**src/sil_pkg.sv**
```systemverilog
// Purpose: Shared constants and types of the status input logger channel
// Assumes: 40 MHz system clock, APB register access
// Notes:   Offsets are byte addresses of 32-bit words
`default_nettype none
package sil_pkg;

  // Register byte offsets
  localparam logic [7:0] ADDR_CTRL   = 8'h00;
  localparam logic [7:0] ADDR_PERIOD = 8'h04;
  localparam logic [7:0] ADDR_STATUS = 8'h08;
  localparam logic [7:0] ADDR_DATA   = 8'h0c;
  localparam logic [7:0] ADDR_TRIG   = 8'h10;
  localparam logic [7:0] ADDR_THR_A  = 8'h14;
  localparam logic [7:0] ADDR_THR_B  = 8'h18;
  localparam logic [7:0] ADDR_HYST   = 8'h1c;

  // Control register fields
  localparam int CTRL_EN_BIT   = 0;
  localparam int CTRL_PIN_BIT  = 1;
  localparam int CTRL_UNIT_BIT = 2;
  localparam int CTRL_MODE_LSB = 4;

  // Trigger register fields
  localparam int TRIG_EN_BIT   = 0;
  localparam int TRIG_KIND_LSB = 4;
  localparam int TRIG_C_LSB    = 8;
  localparam int TRIG_D_LSB    = 12;

  // Status register fields
  localparam int STAT_RAW_BIT  = 0;
  localparam int STAT_TRIG_BIT = 1;
  localparam int STAT_BUSY_BIT = 2;
  localparam int STAT_CNT_LSB  = 16;

  // Reset values
  localparam logic [31:0] CTRL_RST   = 32'h0000_0000;
  localparam logic [15:0] PERIOD_RST = 16'h0384;
  localparam logic [31:0] TRIG_RST   = 32'h0000_1100;
  localparam logic [15:0] THR_RST    = 16'h0000;

  // Data scaling
  localparam logic [15:0] FRAC_FULL  = 16'h2710;
  localparam int          DIV_STEPS  = 30;
  localparam int          HIST_MAX   = 8;

  // Timebase
  localparam int unsigned CLK_HZ      = 40_000_000;
  localparam int unsigned SEC_TIME_S  = 1;
  localparam int unsigned CYC_PER_SEC = CLK_HZ * SEC_TIME_S;

  typedef enum logic [1:0] {
    MODE_SPOT     = 2'b00,
    MODE_SPOT_INV = 2'b01,
    MODE_CLOSED   = 2'b10,
    MODE_OPEN     = 2'b11
  } sil_mode_t;

  typedef enum logic [1:0] {
    TRIG_ABOVE   = 2'b00,
    TRIG_BELOW   = 2'b01,
    TRIG_BETWEEN = 2'b10
  } sil_trig_t;

endpackage : sil_pkg
`default_nettype wire

```
**src/sil_timebase.sv**
```systemverilog
// Purpose: One-second tick and log-period boundary pulses
// Assumes: CYC_PER_SEC of at least 64
// Notes:   Log boundary pulse coincides with the last second tick of a period
`timescale 1ns/1ps
`default_nettype none
module sil_timebase #(
  parameter int unsigned CYC_PER_SEC = sil_pkg::CYC_PER_SEC
) (
  // Clock and reset
  input  wire logic        clk_sys,
  input  wire logic        rst_b,
  // Control
  input  wire logic        run,
  input  wire logic [15:0] period,
  // Ticks
  output logic             sec_tick,
  output logic             log_tick
);

  localparam int unsigned DW = $clog2(CYC_PER_SEC);

  logic [DW-1:0] div_q;
  logic [15:0]   sec_q;
  logic          wrap;

  assign wrap = (div_q == DW'(CYC_PER_SEC - 1));

  always_ff @(posedge clk_sys or negedge rst_b) begin
    if (!rst_b) begin
      div_q    <= '0;
      sec_tick <= 1'b0;
    end else if (!run) begin
      div_q    <= '0;
      sec_tick <= 1'b0;
    end else begin
      div_q    <= wrap ? '0 : div_q + 1'b1;
      sec_tick <= wrap;
    end
  end

  always_ff @(posedge clk_sys or negedge rst_b) begin
    if (!rst_b) begin
      sec_q    <= '0;
      log_tick <= 1'b0;
    end else if (!run) begin
      sec_q    <= '0;
      log_tick <= 1'b0;
    end else if (wrap && sec_q >= period - 16'h0001) begin
      sec_q    <= '0;
      log_tick <= 1'b1;
    end else begin
      sec_q    <= wrap ? sec_q + 16'h0001 : sec_q;
      log_tick <= 1'b0;
    end
  end

endmodule : sil_timebase
`default_nettype wire

```
**src/sil_trigger.sv**
```systemverilog
// Purpose: Threshold trigger over the last D logged datapoints
// Assumes: One dp_valid pulse per log boundary
// Notes:   Hysteresis widens the band only while the trigger is active
`timescale 1ns/1ps
`default_nettype none
module sil_trigger #(
  parameter int HIST = sil_pkg::HIST_MAX
) (
  // Clock and reset
  input  wire logic               clk_sys,
  input  wire logic               rst_b,
  // Configuration
  input  wire logic               enable,
  input  wire logic [1:0]         kind,
  input  wire logic [3:0]         c_need,
  input  wire logic [3:0]         d_win,
  input  wire logic signed [15:0] thr_a,
  input  wire logic signed [15:0] thr_b,
  input  wire logic signed [15:0] hyst,
  // Datapoints
  input  wire logic               dp_valid,
  input  wire logic [15:0]        dp_value,
  // Result
  output logic                    active
);

  logic [HIST-1:0] hist_q;
  logic [HIST-1:0] hist_d;
  logic            sample;
  logic [3:0]      d_eff;
  logic [3:0]      c_eff;
  logic [3:0]      hits;

  function automatic logic meets(input logic [1:0] k, input logic signed [17:0] v,
                                 input logic signed [17:0] a, input logic signed [17:0] b,
                                 input logic signed [17:0] h, input logic held);
    logic signed [17:0] lo;
    logic signed [17:0] hi;
    lo = held ? a - h : a;
    hi = held ? b + h : b;
    case (k)
      sil_pkg::TRIG_ABOVE:   meets = held ? (v >= lo) : (v > a);
      sil_pkg::TRIG_BELOW:   meets = held ? (v <= a + h) : (v < a);
      sil_pkg::TRIG_BETWEEN: meets = (v >= lo) && (v <= hi);
      default:               meets = 1'b0;
    endcase
  endfunction : meets

  function automatic logic [3:0] count_win(input logic [HIST-1:0] h, input logic [3:0] d);
    logic [3:0] n;
    n = '0;
    for (int i = 0; i < HIST; i++) begin
      if (h[i] && (4'(i) < d)) n = n + 4'h1;
    end
    count_win = n;
  endfunction : count_win

  // Hold band applies while active, so clearing needs a move past it [RULE22]
  assign sample = meets(kind, {2'b00, dp_value}, 18'(thr_a), 18'(thr_b), 18'(hyst),
                        active); // [RULE12] [RULE14] [RULE15] [RULE16] [RULE17] [RULE19]
  assign hist_d = {hist_q[HIST-2:0], sample};
  assign d_eff  = (d_win == 4'h0) ? 4'h1 : (d_win > 4'(HIST)) ? 4'(HIST) : d_win;
  assign c_eff  = (c_need == 4'h0) ? 4'h1 : c_need;
  assign hits   = count_win(hist_d, d_eff);

  // Evaluated only at log boundaries on the stored datapoints [RULE11]
  always_ff @(posedge clk_sys or negedge rst_b) begin
    if (!rst_b) begin
      hist_q <= '0;
      active <= 1'b0;
    end else if (!enable) begin
      hist_q <= '0;
      active <= 1'b0;
    end else if (dp_valid) begin
      hist_q <= hist_d;
      active <= (hits >= c_eff); // [RULE13]
    end
  end

endmodule : sil_trigger
`default_nettype wire

```
**src/sil_top.sv**
```systemverilog
// Purpose: Status input logger channel with APB registers
// Assumes: Switch pins synchronous to clk_sys, closed contact reads high
// Notes:   One datapoint per log period, one trigger evaluated per datapoint
`timescale 1ns/1ps
`default_nettype none
// How it works
// RULE1: Status unit logs each datapoint as binary 0 or 1.
// RULE2: Snapshot mode logs the current input level at each log boundary.
// RULE3: Inverted snapshot logs the complement of the sampled level.
// RULE4: Hardware test read returns the raw pin level before inversion.
// RULE5: Seconds unit logs seconds spent at level one between datapoints.
// RULE6: The seconds counter clears each time a datapoint is produced.
// RULE7: A seconds datapoint never exceeds the seconds in the log period.
// RULE8: Fraction modes scale time in the chosen condition to 0..10000.
// RULE9: Closed fraction: zero means always open, 10000 means always closed.
// RULE10: Open fraction mode measures the share of time the input is open.
// RULE11: Triggers evaluate at log boundaries on the stored datapoints.
// RULE12: Above-zero trigger on binary data fires when log goes 0 to 1.
// RULE13: A trigger asserts when its condition holds for C of last D.
// RULE14: Window trigger fires when datapoint lies between A and B.
// RULE15: Below trigger fires when the datapoint is less than A.
// RULE16: Above-one trigger never fires on binary data.
// RULE17: Below trigger with threshold zero or less never fires on fractions.
// RULE18: Status use selects one pin of the pulse input pair.
// RULE19: Below threshold above the data range keeps the trigger asserted.
// RULE20: Closed contact is level one, open contact is level zero.
// RULE21: Input is sampled on a one-second tick feeding counts and fractions.
// RULE22: A trigger clears only once the datapoint passes the hysteresis band.
module sil_top #(
  parameter int unsigned CYC_PER_SEC = sil_pkg::CYC_PER_SEC
) (
  // Clock and reset
  input  wire logic        clk_sys,
  input  wire logic        rst_b,
  // APB slave
  input  wire logic        psel,
  input  wire logic        penable,
  input  wire logic        pwrite,
  input  wire logic [7:0]  paddr,
  input  wire logic [31:0] pwdata,
  output logic      [31:0] prdata,
  output logic             pready,
  output logic             pslverr,
  // Switch contact pair
  input  wire logic [1:0]  pulse_pin,
  // Logged data and trigger
  output logic             log_strobe,
  output logic      [15:0] log_data,
  output logic             trig_active
);

  // Datapoint sequencer states
  typedef enum logic [1:0] {
    ST_IDLE = 2'b00,
    ST_DIV  = 2'b01,
    ST_POST = 2'b10
  } sil_state_t;

  // Configuration registers
  logic               ctrl_en_q;
  logic               ctrl_pin_q;
  logic               ctrl_unit_q;
  sil_pkg::sil_mode_t ctrl_mode_q;
  logic [15:0]        period_q;
  logic               trig_en_q;
  logic [1:0]         trig_kind_q;
  logic [3:0]         trig_c_q;
  logic [3:0]         trig_d_q;
  logic signed [15:0] thr_a_q;
  logic signed [15:0] thr_b_q;
  logic signed [15:0] hyst_q;

  // Datapath state
  sil_state_t         state_q;
  logic               raw_q;
  logic [15:0]        cnt_q;
  logic [15:0]        value_q;
  logic [29:0]        dvd_q;
  logic [15:0]        rem_q;
  logic [4:0]         step_q;

  // Combinational
  logic               acc;
  logic               wr;
  logic [15:0]        per_eff;
  logic               lvl_post;
  logic               hit;
  logic [16:0]        sum;
  logic [15:0]        total;
  logic [16:0]        trial;
  logic               fits;
  logic               sec_tick;
  logic               log_tick;

  // Register map decode, shared by the write strobe and error paths
  function automatic logic mapped(input logic [7:0] a);
    case (a)
      sil_pkg::ADDR_CTRL,
      sil_pkg::ADDR_PERIOD,
      sil_pkg::ADDR_STATUS,
      sil_pkg::ADDR_DATA,
      sil_pkg::ADDR_TRIG,
      sil_pkg::ADDR_THR_A,
      sil_pkg::ADDR_THR_B,
      sil_pkg::ADDR_HYST: mapped = 1'b1;
      default:            mapped = 1'b0;
    endcase
  endfunction : mapped

  // Transfer completes when the access cycle is answered
  assign acc     = psel & penable & pready;
  assign wr      = acc & pwrite & mapped(paddr);
  // A zero period would put the boundary 65536 seconds apart, so it counts as one second
  assign per_eff = (period_q == 16'h0000) ? 16'h0001 : period_q;

  // Register file writes
  always_ff @(posedge clk_sys or negedge rst_b) begin
    if (!rst_b) begin
      ctrl_en_q   <= sil_pkg::CTRL_RST[sil_pkg::CTRL_EN_BIT];
      ctrl_pin_q  <= sil_pkg::CTRL_RST[sil_pkg::CTRL_PIN_BIT];
      ctrl_unit_q <= sil_pkg::CTRL_RST[sil_pkg::CTRL_UNIT_BIT];
      ctrl_mode_q <= sil_pkg::sil_mode_t'(sil_pkg::CTRL_RST[sil_pkg::CTRL_MODE_LSB +: 2]);
      period_q    <= sil_pkg::PERIOD_RST;
    end else if (wr && paddr == sil_pkg::ADDR_CTRL) begin
      ctrl_en_q   <= pwdata[sil_pkg::CTRL_EN_BIT];
      ctrl_pin_q  <= pwdata[sil_pkg::CTRL_PIN_BIT];
      ctrl_unit_q <= pwdata[sil_pkg::CTRL_UNIT_BIT];
      ctrl_mode_q <= sil_pkg::sil_mode_t'(pwdata[sil_pkg::CTRL_MODE_LSB +: 2]);
    end else if (wr && paddr == sil_pkg::ADDR_PERIOD) begin
      period_q    <= pwdata[15:0];
    end
  end

  // Trigger configuration writes
  always_ff @(posedge clk_sys or negedge rst_b) begin
    if (!rst_b) begin
      trig_en_q   <= sil_pkg::TRIG_RST[sil_pkg::TRIG_EN_BIT];
      trig_kind_q <= sil_pkg::TRIG_RST[sil_pkg::TRIG_KIND_LSB +: 2];
      trig_c_q    <= sil_pkg::TRIG_RST[sil_pkg::TRIG_C_LSB +: 4];
      trig_d_q    <= sil_pkg::TRIG_RST[sil_pkg::TRIG_D_LSB +: 4];
      thr_a_q     <= sil_pkg::THR_RST;
      thr_b_q     <= sil_pkg::THR_RST;
      hyst_q      <= sil_pkg::THR_RST;
    end else if (wr) begin
      case (paddr)
        sil_pkg::ADDR_TRIG: begin
          trig_en_q   <= pwdata[sil_pkg::TRIG_EN_BIT];
          trig_kind_q <= pwdata[sil_pkg::TRIG_KIND_LSB +: 2];
          trig_c_q    <= pwdata[sil_pkg::TRIG_C_LSB +: 4];
          trig_d_q    <= pwdata[sil_pkg::TRIG_D_LSB +: 4];
        end
        sil_pkg::ADDR_THR_A: thr_a_q <= pwdata[15:0];
        sil_pkg::ADDR_THR_B: thr_b_q <= pwdata[15:0];
        sil_pkg::ADDR_HYST:  hyst_q  <= pwdata[15:0];
        default: ;
      endcase
    end
  end

  // APB answer: one wait-free access cycle after each setup cycle
  always_ff @(posedge clk_sys or negedge rst_b) begin
    if (!rst_b) begin
      pready  <= 1'b0;
      prdata  <= '0;
    end else begin
      pready  <= psel & ~penable & ~pready;
      if (psel && !penable) begin
        case (paddr)
          sil_pkg::ADDR_CTRL: begin
            prdata <= '0;
            prdata[sil_pkg::CTRL_EN_BIT]        <= ctrl_en_q;
            prdata[sil_pkg::CTRL_PIN_BIT]       <= ctrl_pin_q;
            prdata[sil_pkg::CTRL_UNIT_BIT]      <= ctrl_unit_q;
            prdata[sil_pkg::CTRL_MODE_LSB +: 2] <= ctrl_mode_q;
          end
          sil_pkg::ADDR_PERIOD: prdata <= {16'h0000, period_q};
          sil_pkg::ADDR_STATUS: begin
            prdata <= '0;
            prdata[sil_pkg::STAT_RAW_BIT]       <= raw_q; // [RULE4]
            prdata[sil_pkg::STAT_TRIG_BIT]      <= trig_active;
            prdata[sil_pkg::STAT_BUSY_BIT]      <= (state_q != ST_IDLE);
            prdata[sil_pkg::STAT_CNT_LSB +: 16] <= cnt_q;
          end
          sil_pkg::ADDR_DATA: prdata <= {16'h0000, log_data};
          sil_pkg::ADDR_TRIG: begin
            prdata <= '0;
            prdata[sil_pkg::TRIG_EN_BIT]        <= trig_en_q;
            prdata[sil_pkg::TRIG_KIND_LSB +: 2] <= trig_kind_q;
            prdata[sil_pkg::TRIG_C_LSB +: 4]    <= trig_c_q;
            prdata[sil_pkg::TRIG_D_LSB +: 4]    <= trig_d_q;
          end
          sil_pkg::ADDR_THR_A: prdata <= {16'h0000, thr_a_q};
          sil_pkg::ADDR_THR_B: prdata <= {16'h0000, thr_b_q};
          sil_pkg::ADDR_HYST:  prdata <= {16'h0000, hyst_q};
          default:             prdata <= '0;
        endcase
      end
    end
  end

  // Error answer stands in the access cycle only, then drops
  always_ff @(posedge clk_sys or negedge rst_b) begin
    if (!rst_b) begin
      pslverr <= 1'b0;
    end else begin
      pslverr <= psel & ~penable & ~mapped(paddr);
    end
  end

  // Selected pin of the pair, closed contact reads high
  always_ff @(posedge clk_sys or negedge rst_b) begin
    if (!rst_b) begin
      raw_q <= 1'b0;
    end else begin
      raw_q <= pulse_pin[ctrl_pin_q]; // [RULE18] [RULE20]
    end
  end

  // Post-inversion level, what spot modes log and triggers see
  assign lvl_post = raw_q ^ (ctrl_mode_q == sil_pkg::MODE_SPOT_INV); // [RULE3]

  // Condition counted per second
  always_comb begin
    case (ctrl_mode_q)
      sil_pkg::MODE_CLOSED: hit = raw_q;   // [RULE9]
      sil_pkg::MODE_OPEN:   hit = ~raw_q;  // [RULE10]
      default:              hit = lvl_post;
    endcase
  end

  sil_timebase #(
    .CYC_PER_SEC (CYC_PER_SEC)
  ) u_timebase (
    .clk_sys  (clk_sys),
    .rst_b    (rst_b),
    .run      (ctrl_en_q),
    .period   (per_eff),
    .sec_tick (sec_tick),
    .log_tick (log_tick)
  );

  // Seconds in condition, including the sample of the closing tick
  assign sum   = {1'b0, cnt_q} + {16'h0000, hit};
  assign total = (sum > {1'b0, per_eff}) ? per_eff : sum[15:0]; // [RULE7]

  always_ff @(posedge clk_sys or negedge rst_b) begin
    if (!rst_b) begin
      cnt_q <= '0;
    end else if (!ctrl_en_q || log_tick) begin
      cnt_q <= '0; // [RULE6]
    end else if (sec_tick && hit && cnt_q < per_eff) begin
      cnt_q <= cnt_q + 16'h0001; // [RULE5] [RULE21]
    end
  end

  // Restoring division step for the fraction scaling
  assign trial = {rem_q, dvd_q[29]};
  assign fits  = (trial >= {1'b0, per_eff});

  // Datapoint sequencer: capture at the boundary, divide if needed, publish
  always_ff @(posedge clk_sys or negedge rst_b) begin
    if (!rst_b) begin
      state_q <= ST_IDLE;
      value_q <= '0;
    end else begin
      case (state_q)
        ST_IDLE: begin
          if (ctrl_en_q && log_tick) begin
            if (ctrl_unit_q) begin
              value_q <= total; // [RULE5]
              state_q <= ST_POST;
            end else if (!ctrl_mode_q[1]) begin
              value_q <= {15'h0000, lvl_post}; // [RULE1] [RULE2]
              state_q <= ST_POST;
            end else begin
              state_q <= ST_DIV;
            end
          end
        end
        ST_DIV: begin
          if (step_q == 5'h00) begin
            // Last quotient bit comes straight from this step's compare
            value_q <= {dvd_q[14:0], fits}; // [RULE8]
            state_q <= ST_POST;
          end
        end
        ST_POST: state_q <= ST_IDLE;
        default: state_q <= ST_IDLE;
      endcase
    end
  end

  // Divider reloads while idle, so it holds the boundary total on entry
  always_ff @(posedge clk_sys or negedge rst_b) begin
    if (!rst_b) begin
      dvd_q  <= '0;
      rem_q  <= '0;
      step_q <= '0;
    end else if (state_q == ST_IDLE) begin
      dvd_q  <= 30'(total) * 30'(sil_pkg::FRAC_FULL); // [RULE8]
      rem_q  <= '0;
      step_q <= 5'(sil_pkg::DIV_STEPS - 1);
    end else if (state_q == ST_DIV) begin
      rem_q  <= fits ? 16'(trial - {1'b0, per_eff}) : trial[15:0];
      dvd_q  <= {dvd_q[28:0], fits};
      step_q <= step_q - 5'h01;
    end
  end

  // Datapoint output
  always_ff @(posedge clk_sys or negedge rst_b) begin
    if (!rst_b) begin
      log_strobe <= 1'b0;
      log_data   <= '0;
    end else begin
      log_strobe <= (state_q == ST_POST);
      if (state_q == ST_POST) begin
        log_data <= value_q;
      end
    end
  end

  // Trigger sees each datapoint in the cycle it is published
  sil_trigger #(
    .HIST (sil_pkg::HIST_MAX)
  ) u_trigger (
    .clk_sys  (clk_sys),
    .rst_b    (rst_b),
    .enable   (trig_en_q),
    .kind     (trig_kind_q),
    .c_need   (trig_c_q),
    .d_win    (trig_d_q),
    .thr_a    (thr_a_q),
    .thr_b    (thr_b_q),
    .hyst     (hyst_q),
    .dp_valid (log_strobe), // [RULE11]
    .dp_value (log_data),
    .active   (trig_active)
  );

endmodule : sil_top
`default_nettype wire

```
**config.mk**
```make
export PLATFORM = sky130hd
export DESIGN_NAME = sil_top
export DESIGN_NICKNAME = d
export VERILOG_FILES = /design/src/sil_pkg.sv /design/src/sil_timebase.sv /design/src/sil_trigger.sv /design/src/sil_top.sv
export SDC_FILE = /design/constraint.sdc
export NUM_CORES = 1
export LEC_CHECK = 0
export BUFFER_PORTS_ARGS = -buffer_cell sky130_fd_sc_hd__buf_2
export CORE_MARGIN = 8
export CORE_UTILIZATION = 31
export CTS_BUF_LIST = sky130_fd_sc_hd__clkbuf_2 sky130_fd_sc_hd__clkbuf_4 sky130_fd_sc_hd__clkbuf_8
export DETAILED_ROUTE_END_ITERATION = 10
export HOLD_SLACK_MARGIN = 0.02
export SLEW_MARGIN = 10
export SYNTH_ARGS = -nofsm -noshare
export SYNTH_HDL_FRONTEND = slang
export SYNTH_HIERARCHICAL = 1
export SYNTH_SLANG_ARGS = --single-unit
```
**constraint.sdc**
```tcl
create_clock -name clk_sys -period 8.1 [get_ports clk_sys]
set_input_delay 1.215 -clock clk_sys [delete_from_list [all_inputs] [get_ports clk_sys]]
set_output_delay 1.215 -clock clk_sys [all_outputs]
set_load 0.01 [all_outputs]
```
==> Yosys cells after proc, flatten, opt, wreduce, memory -nomap -nowiden <==
Memory sizes are Yosys's and may differ from the RTL's.
Cells that the tools add are included.
{ "word_totals": {"register_bits": 269, "word_cells": 195, "romBits": 64, "out_inout_bits": 52, "memories": 2, "in_bits": 47} }
{ "classes": {"n_addsub": 17, "bitwise_logic": 13, "n_mux": 55, "n_lt_le_gt_ge": 20, "n_mul": 1, "eq_ne": 20, "reduce_logical": 37} }
{ "memory_table": {"columns": ["memory", "depth", "word_bits", "read_ports", "rd_ports_with_merged_regs", "wr", "line", "source"], "rows": [
  ["(no name shown)", 32, 1, 1, 0, 0, "sil_top.sv:97", "case (a)"],
  ["(no name shown)", 32, 1, 1, 0, 0, "sil_top.sv:97", null]
]} }
{ "op_table": {"columns": ["operator", "count"], "rows": [
  ["case mux 32 bit (8 select lines)", 1],
  ["two-way mux 16 bit", 14],
  ["two-way mux 30 bit", 2],
  ["two-way mux 26 bit", 2],
  ["two-way mux 4 bit", 10],
  ["less-or-equal comparator 17 x 18 -> 1 bit", 2],
  ["two-way mux 18 bit", 2],
  ["adder 16 x 16 -> 17 bit", 2],
  ["greater-than comparator 17 x 16 -> 1 bit", 2],
  ["adder 16 x 1 -> 16 bit, second input constant", 2],
  ["equality test 8 x 5 -> 1 bit, second input constant", 4],
  ["case mux 16 bit (2 select lines)", 1],
  ["adder 26 x 1 -> 26 bit, second input constant", 1],
  ["equality test 26 bit, second input constant", 1],
  ["multiplier 16 x 10 -> 26 bit, second input constant", 1],
  ["adder 4 x 1 -> 4 bit, second input constant", 6],
  ["greater-or-equal comparator 17 x 18 -> 1 bit", 1],
  ["adder 16 x 1 -> 17 bit", 1],
  ["greater-or-equal comparator 17 x 16 -> 1 bit", 1],
  ["less-than comparator 17 x 16 -> 1 bit", 1],
  ["subtractor 16 x 16 -> 17 bit", 1],
  ["equality test 8 x 4 -> 1 bit, second input constant", 2],
  ["greater-or-equal comparator 16 bit", 1],
  ["logical AND 1 bit", 16],
  ["other kinds (38)", 86]
]} }

==> Depth between registers and ports, before layout <==
Gate-level depths: netlist (run 1).
{ "logic_depth": {"depth_word": 24, "mapped_depth": 43, "depth_no_buf": 43} }

==> Cells and area by module <==
The synthesis (run 1) kept the hierarchy.
{ "modules_own_cells": {"columns": ["mod", "seq_area_each_um2", "cells_each", "area_per_inst_um2", "n_inst"], "rows": [
  ["sil_top", 5437.7, 1409, 14126.0, 1],
  ["sil_trigger", 200.2, 681, 5132.4, 1],
  ["sil_timebase", 1101.1, 316, 2822.7, 1]
]} }

==> Least setup slack after synthesis (run 1) <==
OpenSTA, ideal clock, no wires.
{ "synth_timing": {"path_kind": "reg-to-reg", "from": "reg hyst_q[0]", "to": "reg u_trigger.active", "t_arrival_ns": 7.677, "required_ns": 7.955, "path_buffers": 0, "slack_ns": 0.278, "path_stages_with_launch": 40, "synth_period_minus_slack_ns": 7.822, "setup_ns": 0.145, "cell_sequence": "dfrtp_1 ha_1 fa_1 a211oi_1 o21ai_0 a31oi_1 o211ai_1 a21oi_1 o21bai_1 mux2i_1 a211oi_1 ha_1 and4_1 nand3_1 or4_1 o21a_1 o21ai_0 o211ai_1 (+4 left out) ha_1 nand2_1 nand2b_1 ha_1 o22ai_1 inv_1 ha_1 mux2i_1 xnor2_1 nor2_1 nor2_1 ha_1 mux2_2 ha_1 a21o_1 a21o_1 a21oi_1 a21oi_1"} }
{ "synth_between": {"elab_chain_cells": 24, "elab_cells_between_ends": 31, "classes_between": "add/sub (10); order compare (4); mux (15); reduce/logical (2)"} }
{ "synth_lines": {"columns": ["element", "line", "source"], "rows": [
  ["start: declaration", "sil_top.sv:71", "logic signed [15:0] hyst_q;"],
  ["start signal: assignment", "sil_top.sv:143", "hyst_q <= sil_pkg::THR_RST;"],
  ["start signal: assignment", "sil_top.sv:154", "sil_pkg::ADDR_HYST: hyst_q <= pwdata[15:0];"],
  ["subtractor 16 x 16 -> 17 bit / adder 16 x 16 -> 17 bit (equally long branches)", "sil_trigger.sv:39, sil_trigger.sv:40", null],
  ["two-way mux 18 bit (on tied branches)", "sil_trigger.sv:39, sil_trigger.sv:40", null],
  ["greater-or-equal comparator 17 x 18 -> 1 bit / less-or-equal comparator 17 x 18 -> 1 bit (equally long branches)", "sil_trigger.sv:42, sil_trigger.sv:44", null],
  ["two-way mux 1 bit / logical AND 1 bit (equally long branches)", "sil_trigger.sv:42, sil_trigger.sv:44", null],
  ["case mux 1 bit (3 select lines) (*)", "sil_trigger.sv:41", "case (k)"],
  ["logical AND 1 bit (*)", "sil_trigger.sv:53", "if (h[i] && (4'(i) < d)) n = n + 4'h1;"],
  ["two-way mux 1 bit (*)", "sil_trigger.sv:53", null],
  ["adder 1 x 1 -> 2 bit", "sil_trigger.sv:53", null],
  ["(+8 left out)", null, null],
  ["two-way mux 4 bit (*)", "sil_trigger.sv:53", null],
  ["adder 4 x 1 -> 4 bit", "sil_trigger.sv:53", null],
  ["two-way mux 4 bit (*)", "sil_trigger.sv:53", null],
  ["adder 4 x 1 -> 4 bit", "sil_trigger.sv:53", null],
  ["two-way mux 4 bit (*)", "sil_trigger.sv:53", null],
  ["greater-or-equal comparator 4 bit (*)", "sil_trigger.sv:76", "active <= (hits >= c_eff);"],
  ["two-way mux 1 bit (*)", "sil_trigger.sv:74", "end else if (dp_valid) begin"],
  ["two-way mux 1 bit (*)", "sil_trigger.sv:71", "end else if (!enable) begin"],
  ["end signal: assignment", "sil_trigger.sv:76", null],
  ["end: declaration", "sil_trigger.sv:24", "output logic active"]
]} }
Every way passes the cells marked *; elsewhere a longest branch is shown, timed or not. The select of a mux whose other input is x is not followed.
A chain may end at the register's enable or synchronous reset.

==> Final worst setup path (run 1) <==
Ends and elaborated chain as after synthesis.

==> results of run 1 <==
stage by stage:
stage	total power [mW]	utilization
after global placement	1.877	0.3397
after floorplan	1.732	-
after detailed placement	1.878	0.3397
after CTS	3.333	0.3554
after global routing	3.480	0.3613
final	3.306	0.3613
final cells by class:
type	count	share of cell area
Antenna cell	1	0.00009755
Clock buffer	74	0.03678
Clock inverter	14	0.005512
Inverter	176	0.02575
Multi-Input combinational cell	1859	0.5711
Sequential cell	269	0.2627
Tap cell	950	0.04634
Timing Repair Buffer	201	0.05175
worst max path at each step:
| stage | to | slack, ps | depth (start not counted) |
|---|---|---|---|
| floorplan | u_trigger/active | 280 | 39 |
| global placement | u_trigger/active | -220 | 40 |
| detailed placement | u_trigger/active | -200 | 40 |
| CTS | u_trigger/active | -5 | 40 |
| global route | u_trigger/active | -90 | 40 |
| finish | u_trigger/active | 280 | 40 |
state kept, by name (all words and copies together), names as in the netlist, 4 cells and up:
| register | flops |
|---|---|
| trig_c_q | 4 |
| dvd_q | 30 |
| thr_b_q | 16 |
| thr_a_q | 16 |
| value_q | 16 |
| u_trigger/hist_q | 7 |
| step_q | 5 |
| rem_q | 16 |
| period_q | 16 |
| prdata | 32 |
| u_timebase/div_q | 26 |
| hyst_q | 16 |
| log_data | 16 |
| trig_d_q | 4 |
| u_timebase/sec_q | 16 |
| cnt_q | 16 |
per-layer routing:
metal  GRT usage  vias up  wire [um]
met1      0.2064     9138      28590
met3     0.02425       97       3758
met4     0.04754        0       1765
li1            -     9075          -
met2      0.2668      470      30460
met5           0        -          0
cell usage in the layout, fill, tap and decap left out, types with 12 or more instances in the layout:
master / instances
a21o_1: 42
a31oi_1: 32
nor2_1: 158
o31ai_1: 25
xor2_1: 44
nand2b_1: 20
o21ai_0: 91
nor2b_1: 26
or3_1: 24
clkbuf_8: 62
clkbuf_4: 12
a21oi_1: 134
dfrtp_1: 263
nor4_1: 16
fa_1: 35
nand4_1: 49
buf_2: 82
o21a_1: 19
ha_1: 259
inv_1: 174
o21bai_1: 14
xnor2_1: 74
a22o_1: 19
a211o_1: 14
mux2i_1: 33
a211oi_1: 15
nor3_1: 43
a22oi_1: 35
nand2_1: 174
buf_4: 116
o211ai_1: 26
nand3_1: 69
and3_1: 20
mux2_2: 114
power groups by stage:
| stage | registers, mW | clock network (mW) | logic (mW) |
|---|---|---|---|
| 2_1_floorplan | 1.43 | 0 | 0.302 |
| 3_3_place_gp | 1.44 | 0 | 0.442 |
| 3_5_place_dp | 1.44 | 0 | 0.442 |
| 4_1_cts | 1.41 | 1.47 | 0.448 |
| 5_1_grt | 1.42 | 1.53 | 0.535 |
| 6_report | 1.41 | 1.43 | 0.462 |
cells by family (layout without fill, tap and decap cells):
kind of cell | after synthesis | count (layout) | share of synthesized area
compound gates | 581 | 581 | 0.1764
xor+xnor | 125 | 125 | 0.05156
fa+ha+maj | 302 | 302 | 0.1834
buf+inv | 278 | 465 | 0.04879
flops | 269 | 269 | 0.3052
mux | 149 | 149 | 0.07406
other cells | 0 | 1 | 0
simple gates | 702 | 702 | 0.1606
worst register-to-register path: cells and delay by family, from the launching register on:
| kind | cells | cell delay, ps |
|---|---|---|
| compound gates | 16 | 2360 |
| xor+xnor | 1 | 130 |
| fa+ha+maj | 9 | 2390 |
| buf+inv | 2 | 230 |
| flops | 1 | 380 |
| mux | 3 | 630 |
| simple gates | 9 | 1600 |
timing repair:
action / CTS / global route
cloned: 0 / 1
hold endpoints to repair: 0 / 0
buffers inserted: 0 / 9
setup endpoints to repair: 4 / 11
pin swaps: 1 / 40
resized for setup: 6 / 83
==> summary.md, run 1 <==
| Metric | Value |
|---|---|
| Die H | 282.9 um |
| Yosys top cell by area | dfrtp_1 |
| DRT antenna net count | 0 |
| Setup-failing EPs final | 0 |
| DRT Wirelength | 64580 um |
| Via count | 18780 |
| Critical Path Start | hyst_q[0] |
| CTS tree | yes |
| Reg2reg end | u_trigger/active |
| Drt via density | 5.299 |
| Worst Slack Setup Final | 276.5 ps |
| Fin. Hold Viols | 0 |
| Sw Ratio | 0.2757 |
| Register area share after synthesis | 0.3052 |
| GR Util All Layers | 0.1577 |
| Synth Cell Area | 22080 um^2 |
| P_leak | 12.08 nW |
| Max-cap violations | 0 |
| Seq cells post-synth | 269 |
| Count leader, synth | ha_1 |
| Finished Cell Area | 25650 um^2 |
| Pwr Density | 128.9 nW/um^2 |
| Layout area overhead | 16.17% |
| Syn_nets | 2755 |
| Worst hold path class | flip-flop to flip-flop |
| Row Count | 98 |
| Worst Path Buf+Inv | 2 |
| Crit path largest cell delay | 440 ps |
| Worst r2r src | hyst_q[0] |
| Multi-input logic area | 14650 um^2 |
| Number of H-tree levels | 2 |
| Critical path launch point type | flip-flop |
| Initial antenna violation count | 2 |
| Die area | 80030 um^2 |
| First-pass GRT wire length | 102000 um |
| Max VDD drop | 0.1086 mV |
| Storage element area | 6739 um^2 |
| Status | finished, final reports clean |
| Critical path type | flip-flop to flip-flop |
| Worst Path Max Fanout | 4 |
| Core Area | 71000 um^2 |
| Non-filler cells in the finished layout | 3544 |
| Combinational share of power | 0.140 |
| Slew Limit Fails | 0 |
| Slowest-stage cell, CP | or4_4 |
| Async SR Flop Fraction | 1.000 |
| Worst hold margin | 459.2 ps |
| GP Congestion | 0.8986 |
| Most common cell on crit path | ha_1 |
| Num Clock Sinks | 269 |
| Die X | 282.9 um |
| Post-DR wirelength/cell | 18.22 um |
| Worst-Skew Late Latency | 630 ps |
| Int Pwr | 2.394 mW |
| CTS max path bufs | 3 |
| Layout cell share with drive strength beyond 1 | 0.1982 |
| Worst EP required | 8590 ps |
| Residual DRC count | 0 |
| Post-synth top area share | 0.2981 |
| DP Wirelength | 48710 um |
| Min-delay src | pready |
| Crit share post-route | 0.9659 |
| I/O Buffers | 82 |
| Tmin final | 7823 ps |
| Worst-Margin Slew | 1164 ps |
| Nets | 2906 |
| Critical path endpoint category | flip-flop |
| Dpl ws | -196.6 ps |
| YS warnings | 6 |
| Flop pwr share | 0.427 |
| Reg2reg path depth | 40 |
| Starting density of the core | 0.3110 |
| Fillers | 7215 |
| Clock root cell | clkbuf_8 |
| Clock Power Share | 0.433 |
| WHS Endpoint | pready |
| Post-synth EDFFs | 0 |
| Total iterations of the first detailed-routing run | 5 |
| NetSw | 0.9115 mW |
| Largest net degree at the start of global routing | 172 |
| Fin Clk Skew | 34.61 ps |
| I/O pins | 99 |
| Rel. slew slack | 0.2200 |
| Largest cells by area after synthesis | dfrtp_1 30%, ha_1 15%, mux2_2 5.9%, a21oi_1 3.3%, fa_1 3.3% |
| CTS Buf Count | 50 |
| Setup_tns | 0 ps |
| Synth Instances | 2406 |
| Hold Path Cell Cnt | 1 |
| Initial DRC Count | 1346 |
| Critical Path AT | 8310 ps |
| Clk pin slew, worst setup/hold paths | 60 ps |
| DP Cell Count | 3445 |
| Max Freq | 127.8 MHz |
| Synth Area per Inst | 9.178 um^2 |
| DP Area | 24120 um^2 |
| Synth unique cells | 97 |
| Hold Buf Count CTS | 0 |
| Top delay family on crit path | adder cells |
| Register-to-register setup slack | 280 ps |
| Main flop type after synthesis | dfrtp_1 |
| GRT overflow | 0 |
| Synth top cells by count | 266 x ha_1, 263 x dfrtp_1, 176 x nand2_1 |
| Vias in the first global route | 18030 |
(Power assumes the default switching activity.)
==> run 2, diff against run 1 <==
GPL_ROUTABILITY_DRIVEN = 0   (was default)
clock period = 9.5 ns   (was 8.1 ns; I/O delays follow)
==> summary.md, run 2 (synthesized netlist as in run 1, its figures left out) <==
| Metric | Value |
|---|---|
| Largest net degree at the start of global routing | 169 |
| Commonest non-fill, non-tap cell in the layout | ha_1 |
| Slowest-stage cell, CP | or4_1 |
| Tmin final | 8764 ps |
| DP Wirelength | 46370 um |
| Clk pin slew, worst setup/hold paths | 60 ps |
| Worst-Margin Slew | 1158 ps |
| Final design utilization | 0.3470 |
| Top Registers | prdata (32), dvd_q (30), u_timebase/div_q (26) |
| GRT overflow | 0 |
| Most common cell on crit path | ha_1 |
| GR Util All Layers | 0.1515 |
| Max-cap violations | 0 |
| Critical path type | flip-flop to flip-flop |
| DP Area | 23450 um^2 |
| Fin Clk Skew | 60.55 ps |
| Worst hold path class | flip-flop to flip-flop |
| I/O pins | 99 |
| Rel. slew slack | 0.2238 |
| Vias in the first global route | 17730 |
| Max VDD drop | 0.08807 mV |
| DRT Wirelength | 61310 um |
| Critical Path AT | 9270 ps |
| Post-DR wirelength/cell | 17.76 um |
| Starting density of the core | 0.3110 |
| Met1 Usage GRT | 0.1997 |
| Non-filler cells in the finished layout | 3452 |
| DRT antenna net count | 0 |
| Via count | 18170 |
| Pwr Density | 115.4 nW/um^2 |
| Die H | 282.9 um |
| Setup-failing EPs final | 0 |
| Worst Slack Setup Final | 735.8 ps |
| Worst-Skew Late Latency | 660 ps |
| Residual DRC count | 0 |
| Crit share post-route | 0.9225 |
| Critical path endpoint category | flip-flop |
| Layout cell share with drive strength beyond 1 | 0.1431 |
| Row Count | 98 |
| Worst Path Max Fanout | 5 |
| Max reg flops | 32 |
| Finished Cell Area | 24640 um^2 |
| First-pass GRT wire length | 98480 um |
| Initial DRC Count | 1376 |
| Num Clock Sinks | 269 |
| Total iterations of the first detailed-routing run | 6 |
| GR Layer Usage met3 | 0.02696 |
| Die area | 80030 um^2 |
| Dpl ws | 650.2 ps |
| CTS max path bufs | 3 |
| Number of H-tree levels | 2 |
| P_leak | 11.58 nW |
| Clock root cell | clkbuf_8 |
| Critical path launch point type | flip-flop |
| Largest Register | prdata |
| DP Cell Count | 3356 |
| Drt via density | 5.264 |
| Crit path largest cell delay | 590 ps |
| Die X | 282.9 um |
| Core Area | 71000 um^2 |
| Setup_tns | 0 ps |
| Layout area overhead | 11.58% |
| Nets | 2809 |
| I/O Buffers | 82 |
| CTS tree | yes |
| Worst EP required | 10010 ps |
| Commonest non-fill, non-tap cells in the layout | 266 x ha_1, 263 x dfrtp_1, 176 x nand2_1 |
| Slew Limit Fails | 0 |
| Busiest grt layer | met2 |
| Fin. Hold Viols | 0 |
| Setup Fix Bufs, Post-CTS | 0 |
| Met2 Use GR | 0.2475 |
| Status | finished, final reports clean |
| Max Freq | 114.1 MHz |
| CTS Buf Count | 52 |
| Initial antenna violation count | 4 |
| RSZ-0062 raised after global routing | no |
==> run 2: cell count changes in the layout (fill, tap and decap cells not counted), sizes merged <==
cell / delta
buf: -99
clkbuf: +7
clkinv: -3
clkinvlp: +2
bufinv: +1
==> run 2: through the flow <==
stage | total power, mW | hold WS, ps
2_1_floorplan | 1.477 | 448.9
3_5_place_dp | 1.579 | 465.3
4_1_cts | 2.884 | 474.0
6_report | 2.844 | 468.7
5_1_grt | 2.988 | 486.7
3_3_place_gp | 1.580 | 449.1
==> run 2: what timing repair did <==
item / CTS / global route
endpoints found under the setup margin: 0 / 1
hold buffers: 0 / 0
endpoints found under the hold margin: 0 / 0
resized for setup: 0 / 2
==> run 2: critical path: cells and delay by family (launching register included) <==
kind                       cells  cell delay, ps
muxes                          3             660
and+or+nand+nor                9            1750
adders and majority gates      9            2470
DFF                            1             460
buffers and inverters          1             120
AOI/OAI and AO/OA             16            3030
xor gates and xnor gates       1             160
==> run 2: cell type report <==
type,instances,area (um^2)
sequential,269,6739
fill,7323,46360
clock buffer,81,1008
clock inverter,14,167.7
multi-input combinational,1859,14290
inverter,176,660.6
timing repair buffer,102,583.1
antenna,1,2.502
tap,950,1189
==> run 2: layer usage <==
layer / vias up / wire length (um)
met4: 4 / 2066
met2: 505 / 27980
li1: 8895 / -
met5: - / 34
met3: 119 / 3859
met1: 8648 / 27360
==> run 2: path summary, 6_finish.rpt <==
path / end / start / cells past startpoint / slack (ps)
setup / recovery: u_trigger/active / hyst_q[0] / 39 / 740
hold / removal: pready / pready / 1 / 470
setup reg to reg: u_trigger/active / hyst_q[0] / 39 / 740
hold reg to reg: pready / pready / 1 / 470
max in group asynchronous: hyst_q[3] / rst_b / 2 / 7310
min in group asynchronous: u_timebase/div_q[17] / rst_b / 1 / 830
==> run 2: where the power goes <==
part           switching (mW)  internal (mW)  total (mW)
sequential             0.0210           1.18        1.20
combinational           0.214          0.141       0.355
clock                   0.524          0.760        1.28
